$ cat config.mk
export PLATFORM = sky130hd
export DESIGN_NAME = stcpcr_top
export DESIGN_NICKNAME = d
export VERILOG_FILES = /design/src/hw/stcpcr_pkg.sv /design/src/hw/stcpcr_top.sv
export SDC_FILE = /design/constraint.sdc
export NUM_CORES = 1
export LEC_CHECK = 0
export ABC_AREA = 1
export BUFFER_PORTS_ARGS = -buffer_cell sky130_fd_sc_hd__buf_2
export CAP_MARGIN = 20
export CELL_PAD_IN_SITES_DETAIL_PLACEMENT = 2
export CELL_PAD_IN_SITES_GLOBAL_PLACEMENT = 2
export CORE_MARGIN = 5
export CORE_UTILIZATION = 34
export DETAILED_ROUTE_END_ITERATION = 16
export PLACE_DENSITY = 0.87
export SLEW_MARGIN = 20
export SYNTH_ARGS = -nofsm -noshare
export SYNTH_HDL_FRONTEND = slang
export SYNTH_SLANG_ARGS = --single-unit
$ cat constraint.sdc
create_clock -name i_clk -period 2.1 [get_ports i_clk]
set_clock_uncertainty 0.1 [all_clocks]
set_input_delay 0.42 -clock i_clk [delete_from_list [all_inputs] [get_ports i_clk]]
set_output_delay 0.42 -clock i_clk [all_outputs]
set_load 0.01 [all_outputs]
$ cat src/hw/stcpcr_pkg.sv
/*
 * stcpcr_pkg: register map, field layout, reset values and timing
 * constants for the system time readout and absolute time compare block.
 * Assumes a single 10 MHz clock and an APB register bus with 32-bit data.
 */
package stcpcr_pkg;
    // byte offsets (chosen for this block)
    localparam logic [7:0] OFF_UPPER    = 8'h00;
    localparam logic [7:0] OFF_LOWER    = 8'h04;
    localparam logic [7:0] OFF_CMP_LOW  = 8'h08;
    localparam logic [7:0] OFF_CMP_HIGH = 8'h0c;
    localparam logic [7:0] OFF_MSK_LOW  = 8'h10;
    localparam logic [7:0] OFF_MSK_HIGH = 8'h14;
    localparam logic [7:0] OFF_CTRL     = 8'h18;
    localparam logic [7:0] OFF_STATUS   = 8'h1c;
    localparam logic [7:0] OFF_IMASK    = 8'h20;

    // upper time register fields
    localparam int UPPER_TOP_BIT = 0;
    localparam int UPPER_EXT_LSB = 1;
    localparam int EXT_W         = 9;
    // control register fields
    localparam int CTRL_EN_BIT   = 0;
    localparam int CTRL_MODE_BIT = 1;
    // status / interrupt mask fields
    localparam int STAT_CMP_BIT  = 0;

    // reset values
    localparam logic [31:0] RST_WORD = 32'h0000_0000;

    // timing: extension counts 0..299 per base tick (27 MHz / 300 = 90 kHz)
    localparam int STC_HZ       = 27_000_000;
    localparam int BASE_HZ      = 90_000;
    localparam logic [8:0] EXT_LAST = 9'h12b;

    // the 33-bit time value as it travels through the block
    typedef struct packed {
        logic        top;
        logic [31:0] low;
    } stcpcr_time_t;

    typedef struct packed {
        logic        psel;
        logic        penable;
        logic        pwrite;
        logic [7:0]  paddr;
        logic [31:0] pwdata;
    } stcpcr_apb_req_t;
endpackage

$ cat src/hw/stcpcr_top.sv
/*
 * stcpcr_top: system time counter (33-bit base plus 9-bit extension),
 * upper/lower readout, masked 33-bit absolute time compare, sticky
 * interrupt status with mask, all behind an APB slave.
 * Assumes i_stc_tick is one-cycle pulse per 27 MHz time clock tick,
 * synchronous to i_clk; the counter advances once per pulse while transport mode (CTRL_MODE_BIT) is set.
 */
// Behaviour
// - extension count in upper bits 9..1
// - base count top bit in upper bit 0
// - upper bits 31..10 read zero, ignore writes
// - writable 32-bit low compare word
// - masked match with enable sets compare flag; code also requires transport mode (CTRL_MODE_BIT set)
// - compare raises interrupt at chosen time
// - base count at 90 kHz, low word separate
// - extension changes at time clock rate
// - high compare register holds top bit
// - mask bit one excludes that bit
`timescale 1ns/10ps
`default_nettype none
module stcpcr_top
    import stcpcr_pkg::*;
#(
    parameter int EXT_WIDTH = 9
) (
    input  wire logic        i_clk,
    input  wire logic        i_rstn,
    input  wire logic        i_stc_tick,
    input  wire logic        i_psel,
    input  wire logic        i_penable,
    input  wire logic        i_pwrite,
    input  wire logic [7:0]  i_paddr,
    input  wire logic [31:0] i_pwdata,
    output logic [31:0]      o_prdata,
    output logic             o_pready,
    output logic             o_pslverr,
    output logic             o_irq
);
    // the extension field is fixed in the register layout
    if (EXT_WIDTH != EXT_W) begin : g_chk
        $error("EXT_WIDTH must equal the register field width");
    end

    stcpcr_apb_req_t req;
    logic            wr_acc;
    logic            rd_acc;
    logic            addr_ok;

    logic [8:0]   ext_q;
    stcpcr_time_t base_q;
    stcpcr_time_t cmp_q;
    stcpcr_time_t msk_q;
    logic         en_q;
    logic         tsmode_q;
    logic         stat_q;
    logic         imask_q;
    logic         hit_now;
    logic         hit_q;
    logic         cmp_evt;
    logic [31:0]  rd_d;

    assign req = '{psel: i_psel, penable: i_penable, pwrite: i_pwrite,
                   paddr: i_paddr, pwdata: i_pwdata};

    // access phase; answer lands one cycle later, so pready waits
    assign wr_acc = req.psel && req.penable && req.pwrite && o_pready;
    assign rd_acc = req.psel && req.penable && !req.pwrite && o_pready;

    // pready rises on the second access cycle: one wait state per transfer
    always_ff @(posedge i_clk or negedge i_rstn) begin
        if (!i_rstn) begin
            o_pready <= 1'b0;
        end else begin
            o_pready <= req.psel && req.penable && !o_pready;
        end
    end

    always_comb begin
        case (req.paddr)
            OFF_UPPER, OFF_LOWER, OFF_CMP_LOW, OFF_CMP_HIGH, OFF_MSK_LOW,
            OFF_MSK_HIGH, OFF_CTRL, OFF_STATUS, OFF_IMASK: addr_ok = 1'b1;
            default: addr_ok = 1'b0;
        endcase
    end

    // time counter: extension wraps at 299, then base steps
    always_ff @(posedge i_clk or negedge i_rstn) begin
        if (!i_rstn) begin
            ext_q  <= 9'h000;
            base_q <= '0;
        end else if (tsmode_q && i_stc_tick) begin
            if (ext_q == EXT_LAST) begin
                ext_q  <= 9'h000;
                base_q <= base_q + 33'h1;
            end else begin
                ext_q <= ext_q + 9'h001;
            end
        end
    end

    // software-written compare, mask and control
    always_ff @(posedge i_clk or negedge i_rstn) begin
        if (!i_rstn) begin
            cmp_q    <= '0;
            msk_q    <= '0;
            en_q     <= 1'b0;
            tsmode_q <= 1'b0;
            imask_q  <= 1'b0;
        end else if (wr_acc) begin
            case (req.paddr)
                OFF_CMP_LOW:  cmp_q.low <= req.pwdata;
                OFF_CMP_HIGH: cmp_q.top <= req.pwdata[0];
                OFF_MSK_LOW:  msk_q.low <= req.pwdata;
                OFF_MSK_HIGH: msk_q.top <= req.pwdata[0];
                OFF_CTRL: begin
                    en_q     <= req.pwdata[CTRL_EN_BIT];
                    tsmode_q <= req.pwdata[CTRL_MODE_BIT];
                end
                OFF_IMASK: imask_q <= req.pwdata[STAT_CMP_BIT];
                default: ;
            endcase
        end
    end

    // masked equality; edge-detected so one match gives one event.
    // a half-written compare can match falsely unless enable is off
    assign hit_now = en_q && tsmode_q &&
        ((((base_q ^ cmp_q) & ~msk_q)) == 33'h0);
    assign cmp_evt = hit_now && !hit_q;

    always_ff @(posedge i_clk or negedge i_rstn) begin
        if (!i_rstn) begin
            hit_q <= 1'b0;
        end else begin
            hit_q <= hit_now;
        end
    end

    // sticky flag, write one to clear; a new event beats the clear
    always_ff @(posedge i_clk or negedge i_rstn) begin
        if (!i_rstn) begin
            stat_q <= 1'b0;
        end else if (cmp_evt) begin
            stat_q <= 1'b1;
        end else if (wr_acc && req.paddr == OFF_STATUS &&
                     req.pwdata[STAT_CMP_BIT]) begin
            stat_q <= 1'b0;
        end
    end

    always_ff @(posedge i_clk or negedge i_rstn) begin
        if (!i_rstn) begin
            o_irq <= 1'b0;
        end else begin
            o_irq <= (stat_q || cmp_evt) && imask_q;
        end
    end

    // read mux; unused bits stay zero
    always_comb begin
        rd_d = RST_WORD;
        case (req.paddr)
            OFF_UPPER: begin
                rd_d[UPPER_TOP_BIT] = base_q.top;
                rd_d[UPPER_EXT_LSB +: EXT_W] = ext_q;
            end
            OFF_LOWER:    rd_d = base_q.low;
            OFF_CMP_LOW:  rd_d = cmp_q.low;
            OFF_CMP_HIGH: rd_d[0] = cmp_q.top;
            OFF_MSK_LOW:  rd_d = msk_q.low;
            OFF_MSK_HIGH: rd_d[0] = msk_q.top;
            OFF_CTRL: begin
                rd_d[CTRL_EN_BIT]   = en_q;
                rd_d[CTRL_MODE_BIT] = tsmode_q;
            end
            OFF_STATUS: rd_d[STAT_CMP_BIT] = stat_q;
            OFF_IMASK:  rd_d[STAT_CMP_BIT] = imask_q;
            default: rd_d = RST_WORD;
        endcase
    end

    // read data and error registered with the wait state
    always_ff @(posedge i_clk or negedge i_rstn) begin
        if (!i_rstn) begin
            o_prdata  <= RST_WORD;
            o_pslverr <= 1'b0;
        end else begin
            o_prdata  <= (req.psel && req.penable && !req.pwrite) ? rd_d
                                                                 : RST_WORD;
            o_pslverr <= req.psel && req.penable && !o_pready && !addr_ok;
        end
    end

    // checks
    property p_flag_set;
        @(posedge i_clk) disable iff (!i_rstn)
        cmp_evt |=> stat_q;
    endproperty
    a_flag_set: assert property (p_flag_set)
        else $error("flag not set");

    property p_no_hit_dis;
        @(posedge i_clk) disable iff (!i_rstn)
        !en_q |-> !hit_now;
    endproperty
    a_no_hit_dis: assert property (p_no_hit_dis)
        else $error("hit off");

    property p_irq;
        @(posedge i_clk) disable iff (!i_rstn)
        (stat_q && imask_q) |=> o_irq;
    endproperty
    a_irq: assert property (p_irq)
        else $error("irq missing");

    property p_mode_idle;
        @(posedge i_clk) disable iff (!i_rstn)
        !tsmode_q |=> $stable(base_q) && $stable(ext_q);
    endproperty
    a_mode_idle: assert property (p_mode_idle)
        else $error("count moved");

    property p_ext_range;
        @(posedge i_clk) disable iff (!i_rstn)
        ext_q <= EXT_LAST;
    endproperty
    a_ext_range: assert property (p_ext_range)
        else $error("ext range");

    property p_base_step;
        @(posedge i_clk) disable iff (!i_rstn)
        (tsmode_q && i_stc_tick && ext_q == EXT_LAST) |=>
            base_q == $past(base_q) + 33'h1 && ext_q == 9'h000;
    endproperty
    a_base_step: assert property (p_base_step)
        else $error("base step");

    property p_upper_read;
        @(posedge i_clk) disable iff (!i_rstn)
        (rd_acc && req.paddr == OFF_UPPER) |-> o_prdata[31:10] == 22'h0;
    endproperty
    a_upper_read: assert property (p_upper_read)
        else $error("upper bits");

    property p_cmp_wr;
        @(posedge i_clk) disable iff (!i_rstn)
        (wr_acc && req.paddr == OFF_CMP_LOW) |=>
            cmp_q.low == $past(req.pwdata);
    endproperty
    a_cmp_wr: assert property (p_cmp_wr)
        else $error("cmp write");

    property p_mask_all;
        @(posedge i_clk) disable iff (!i_rstn)
        (en_q && tsmode_q && &msk_q) |-> hit_now;
    endproperty
    a_mask_all: assert property (p_mask_all)
        else $error("mask");

    // status flag: write one clears it only when no new event competes
    property p_flag_clear;
        @(posedge i_clk) disable iff (!i_rstn)
        (!cmp_evt && wr_acc && req.paddr == OFF_STATUS &&
         req.pwdata[STAT_CMP_BIT]) |=> !stat_q;
    endproperty
    a_flag_clear: assert property (p_flag_clear)
        else $error("flag not cleared");

    // sticky: without a status write the flag never drops on its own
    property p_flag_hold;
        @(posedge i_clk) disable iff (!i_rstn)
        (stat_q && !(wr_acc && req.paddr == OFF_STATUS)) |=> stat_q;
    endproperty
    a_flag_hold: assert property (p_flag_hold)
        else $error("flag dropped");

    // a masked-off interrupt stays quiet whatever the flag does
    property p_irq_off;
        @(posedge i_clk) disable iff (!i_rstn)
        !imask_q |=> !o_irq;
    endproperty
    a_irq_off: assert property (p_irq_off)
        else $error("irq while masked");

    // bus answer: exactly one wait state, ready lasts a single cycle
    property p_ready_wait;
        @(posedge i_clk) disable iff (!i_rstn)
        (req.psel && req.penable && !o_pready) |=> o_pready;
    endproperty
    a_ready_wait: assert property (p_ready_wait)
        else $error("ready late");

    property p_ready_pulse;
        @(posedge i_clk) disable iff (!i_rstn)
        o_pready |=> !o_pready;
    endproperty
    a_ready_pulse: assert property (p_ready_pulse)
        else $error("ready held");

    // an error is only ever reported together with ready
    property p_err_ready;
        @(posedge i_clk) disable iff (!i_rstn)
        o_pslverr |-> o_pready;
    endproperty
    a_err_ready: assert property (p_err_ready)
        else $error("error without ready");

    // extension advances by one per tick below its last value
    property p_ext_step;
        @(posedge i_clk) disable iff (!i_rstn)
        (tsmode_q && i_stc_tick && ext_q != EXT_LAST) |=>
            ext_q == $past(ext_q) + 9'h001;
    endproperty
    a_ext_step: assert property (p_ext_step)
        else $error("ext step");

    // only bit 0 of the high compare word is kept
    property p_cmp_high_wr;
        @(posedge i_clk) disable iff (!i_rstn)
        (wr_acc && req.paddr == OFF_CMP_HIGH) |=>
            cmp_q.top == $past(req.pwdata[0]);
    endproperty
    a_cmp_high_wr: assert property (p_cmp_high_wr)
        else $error("cmp high write");

    // outside transport mode the compare never fires
    property p_mode_no_evt;
        @(posedge i_clk) disable iff (!i_rstn)
        !tsmode_q |-> !cmp_evt;
    endproperty
    a_mode_no_evt: assert property (p_mode_no_evt)
        else $error("event outside mode");

    // scenarios worth seeing: a clear, and a match through the mask
    c_clear: cover property (@(posedge i_clk) disable iff (!i_rstn)
        stat_q ##1 !stat_q);
    c_masked: cover property (@(posedge i_clk) disable iff (!i_rstn)
        cmp_evt && (msk_q != '0));

    c_evt:   cover property (@(posedge i_clk) disable iff (!i_rstn) cmp_evt);
    c_irq:   cover property (@(posedge i_clk) disable iff (!i_rstn) o_irq);
    c_wrap:  cover property (@(posedge i_clk) disable iff (!i_rstn)
        tsmode_q && i_stc_tick && ext_q == EXT_LAST);
endmodule
`default_nettype wire

# Word level (Yosys, flattened, before mapping)
# Index checks and enable logic that the tools add are counted.
dict set report totals {
  reg_bits 148
  input_bits 46
  output_inout_bits 35
  elab_cells 68
}
dict set report classes {
  add_sub_neg 2
  n_eq_ne 9
  mux 9
  bitwise 3
  reduce_logical 29
}
# op n
set ops {}
lappend ops {{one-hot mux 22 bit (3 select lines)} 1}
lappend ops {{adder 33 x 1 -> 33 bit, second input constant} 1}
lappend ops {{bitwise AND 33 bit} 1}
lappend ops {{zero test 33 bit} 1}
lappend ops {{inverter 33 bit} 1}
lappend ops {{XOR 33 bit} 1}
lappend ops {{equality test 8 x 5 -> 1 bit, second input constant} 4}
lappend ops {{2-to-1 mux 32 bit} 1}
lappend ops {{one-hot mux 8 bit (4 select lines)} 1}
lappend ops {{equality test 8 x 4 -> 1 bit, second input constant} 2}
lappend ops {{AND reduction 2 bit} 7}
lappend ops {{logical AND 1 bit} 13}
lappend ops {{adder 9 x 1 -> 9 bit, second input constant} 1}
lappend ops {{equality test 9 bit, second input constant} 1}
lappend ops {{2-to-1 mux 9 bit} 1}
lappend ops {{one-hot mux 1 bit (9 select lines)} 1}
lappend ops {{OR reduction 9 bit} 1}
lappend ops {{equality test 8 x 3 -> 1 bit, second input constant} 1}
lappend ops {{equality test 8 x 6 -> 1 bit, second input constant} 1}
lappend ops {{zero test 8 bit} 1}
lappend ops {{one-hot mux 1 bit (5 select lines)} 1}
lappend ops {{zero test 1 bit} 4}
lappend ops {{2-to-1 mux 1 bit} 3}
lappend ops {{nonzero test 2 bit} 1}
lappend ops {{logical OR 1 bit} 1}

# Depth between registers and ports, before layout
dict set report depth {
  ltp_word 7
  depth_mapped 11
  depth_no_buf 11
}

# Least setup slack after synthesis
# No wires, ideal clock.
dict set report synth_path {
  kind {reg-to-reg}
  startpoint {register ext_q[1]}
  endpoint {register base_q[25] (netlist bit)}
  setup_ns 0.123
  arrival_time_ns 1.412
  t_required_ns 1.877
  setup_slack_ns 0.465
  path_stages_with_launch 9
  path_buffers 0
  period_less_slack_ns 1.635
  path_cell_list {dfrtp_1 ha_1 nand4_1 nor2_2 nand4_4 nor2_4 nand3_2 o21ai_0 nand2_1}
}
dict set report synth_via {
  elab_chain_cells 2
}
# element line_no
set synth_rtl {}
lappend synth_rtl {{from (decl)} stcpcr_top.sv:49} ;# logic [8:0] ext_q;
lappend synth_rtl {{from (signal assigned)} stcpcr_top.sv:96} ;# ext_q <= ext_q + 9'h001;
lappend synth_rtl {{equality test 9 bit} stcpcr_top.sv:92} ;# if (ext_q == EXT_LAST) begin
lappend synth_rtl {{AND reduction 2 bit (no source line)} --}
lappend synth_rtl {{to (signal assigned)} stcpcr_top.sv:94} ;# base_q <= base_q + 33'h1;
lappend synth_rtl {{to (decl)} stcpcr_top.sv:50} ;# stcpcr_time_t base_q;
# Every way passes these cells.
# A chain may end at the register's enable or synchronous reset.

# Worst setup path in the final report
dict set report layout_path {
  startpoint {register base_q[2] (netlist bit)}
  endpoint {register base_q[29] (netlist bit)}
}
dict set report layout_via {
  elab_chain_cells 1
}
# element line_no
set layout_rtl {}
lappend layout_rtl {{adder 33 x 1 -> 33 bit} stcpcr_top.sv:94}
# Every way passes these cells.

==> results by group <==
Outcome
  • Status: finished clean

Timing
  • Worst Tran Pin Value: 594 ps
  • Final setup viols: 0
  • F_max: 494 MHz
  • Hold Vio Cnt, Final: 0
  • Crit path time final: 2020 ps
  • Slew HR: 60.2%
  • Final period util: 96.4%
  • Slew Viols, Final: 0

Power
  • Combinational power share: 3.2%
  • VDD IR max: 0.000402 V
  • Switch share: 23.5%
  • Clock share of power: 52.2%
  • Cell Pwr Density: 686 nW/um^2
  • Psw: 1510 uW
  • Lkg Pwr: 0.00452 uW
  • Reg power frac: 44.7%
  • Internal: 4910 uW

Placed design
  • GP Congestion: 0.883
  • Placed cells: 1392
  • DPL Wire Length: 21.2 mm
  • Port bufs: 80

Yosys
  • Ys Warns: 0
  • Most frequent cells after synthesis: 309 x nand2_1, 166 x inv_1, 148 x dfrtp_1, 80 x o21ai_0, 77 x nor2_1
  • Register bit total from synthesis: 148
  • Post-synth EDFFs: 0
  • Syn_nets: 1069
  • Synth Flop Type: dfrtp_1
  • Mapped Area: 7740 sq um
  • Sequential share of the synthesized area: 47.8%
  • Most area-hungry cell type in the Yosys netlist: dfrtp_1
  • Synth cell types: 34
  • Largest cells by area after synthesis: dfrtp_1 48%, nand2_1 15%, inv_1 8.0%
  • Async S/R FF share, synth: 100%
  • Syn_area_per_cell: 7.59 sq um
  • Instance count of the mapped netlist: 1021
  • Count leader, synth: nand2_1
  • Share of the synthesized area in the top cell type: 47.8%

Critical path
  • Worst-path fanout max: 6
  • Crit path buf inv count: 1
  • CP cell instances: nand3_1 -> nor2_1 -> inv_1 -> nor2_1 -> nand2_1 -> xor2_1 -> nand2_1 -> nand2_1
  • R2R Path End: base_q[29]
  • R2r setup slk: 80 ps
  • Launch point of the worst reg-to-reg path: base_q[2]
  • Crit. End Element: register
  • CP peak stage delay: 480 ps
  • Worst path top cell family by delay: simple AND/OR/NAND/NOR gates
  • Crit path max-delay cell type: dfrtp_1
  • Critical Path Source Type: register
  • Data required, critical path: 2330 ps
  • Setup Crit Path Kind: register to register
  • Arrival time at the worst endpoint: 2250 ps
  • Most frequent cell on the critical path: nand2_1
  • Worst reg-to-reg path cell count: 8

Final layout
  • Layout cell share with drive strength beyond 1: 15.9%
  • Final cell count without fillers: 1426
  • Layout Nets: 1178
  • Antenna diodes: 0
  • Area growth from synthesis to layout: 20.7%
  • Post-layout util: 41.6%

Die
  • Ports: 81
  • Die W: 161 microns
  • Die Y-Extent: 161 microns
  • DIE AREA: 25900 sq um
  • Core Rows: 55
  • Core ar.: 22500 sq um
  • Starting Density: 34.4%

Clock network
  • Num CTS Buffers: 17
  • Root buf cell: clkbuf_16
  • Maximum buffer depth of the clock tree: 2
  • TritonCTS clock tree: done
  • Worst-Skew Late Latency: 440 ps
  • H-tree depth: 4
  • Clock Sinks: 148
  • Clock slew at reported path FFs: 70 ps

Worst hold path
  • Hold Startpoint: i_pwdata[21]
  • Hold Path Class: primary input to register
  • Hold worst-path end: msk_q[21]
  • Hold Path Depth: 3

Flow run
  • Max-cap viol count: 0

Global routing
  • Total track usage: 24.0%
  • Congestion Overflow GR: 0
  • Global-route wire length before repair: 48.8 mm
  • Vias in the first global route: 8695
  • Largest net degree at the start of global routing: 49
  • Initial antenna violation count: 0

Route
  • Post-route DRC: 0
  • Final WL: 30.5 mm
  • DR vias/cell: 5.30
  • Routed wire per std cell: 21.4 microns
  • Initial DRC Count: 402
  • Number of iterations in the first detailed-routing pass: 5
  • Via count: 7554
  • Antenna Nets Post-Route: 0
## sequential cells by signal, summed over array words and instances (netlist names)
name and flops:
ext_q 9, msk_q 33, hit_q 1, cmp_q 33
o_pslverr 1, imask_q 1, o_irq 1, base_q 33
o_pready 1, o_prdata 32, stat_q 1, en_q 1
tsmode_q 1
## stage by stage
stage                     cell area (sq um)  TNS, ps  hold slack [ps]  power [uW]  setup slack (ps)
after CTS                              9300        0              121        6470              29.3
final                                  9350        0              135        6410              76.2
after floorplan                        7740        0             24.4        2970               465
after detailed placement               8660        0              316        3120              11.2
after global routing                   9350    -2.62              140        6620             -2.62
after global placement                 8660        0              309        3110               162
## cell type report
cell class	instances	area (sq um)
fillers	2593	13200
flip-flops and latches	148	3710
multi-input cells	679	3310
repair buffers	113	719
inverters	171	648
clock buffers	18	429
well taps	285	357
clock inverters	12	184
## logic make-up after synthesis
family,after synthesis,synth area share (%)
compound gates,153,10.9
xor+xnor,29,3.28
fa+ha+maj,2,0.323
buf+inv,194,9.94
flops,148,47.8
simple gates,495,27.7
## layer usage
layer	global-route usage (%)	wire (microns)
met1	29.1	12900
met2	42.8	15500
met3	4.57	1140
met4	8.41	919
met5	0	0
## worst reg2reg max path: stages (launching register included)
cell	delay, ps
dfrtp_1	480
nand3_1	290
nor2_1	180
inv_1	160
nor2_1	260
nand2_1	140
xor2_1	170
nand2_1	70
nand2_1	60
## repair_timing
action,4_1_cts,5_1_grt
pin swaps,0,3
buffers inserted,1,2
gates resized for setup,3,16
setup endpoints to repair,5,9
hold buffers,1,0
hold endpoints to repair,43,0
## how the worst max path moves through the flow
| stage | from | to | slack, ps | cells after the start |
|---|---|---|---|---|
| final | base_q[2] | base_q[29] | 80 | 8 |
| after global routing | base_q[7] | base_q[32] | -3 | 8 |
| after CTS | base_q[14] | base_q[31] | 30 | 8 |
| after detailed placement | i_paddr[6] | o_prdata[22] | 10 | 8 |
| after global placement | i_paddr[6] | o_prdata[5] | 160 | 8 |
| after floorplan | ext_q[1] | base_q[25] | 470 | 8 |
## power groups by stage
stage               sequential [uW]  clock (uW)  combinational (uW)
global route                   2860        3520                 230
global placement               2920           0                 197
floorplan                      2920           0                49.3
detailed placement             2920           0                 205
finish                         2860        3350                 202
CTS                            2860        3390                 209
## layout by cell type (no fill, tap or decap), types with 9 or more instances in the layout
master	n
nand2_1	308
inv_1	165
dfrtp_1	144
buf_2	79
o21ai_0	77
nor2_1	74
nand3_1	36
xor2_1	28
buf_4	27
nor3_1	22
a21oi_1	21
o21ai_1	20
clkbuf_16	17
nand4_1	14
o221ai_1	13
nor3_2	12
o22ai_1	12
nand3b_1	9
Power figures use the tool's default switching activity.
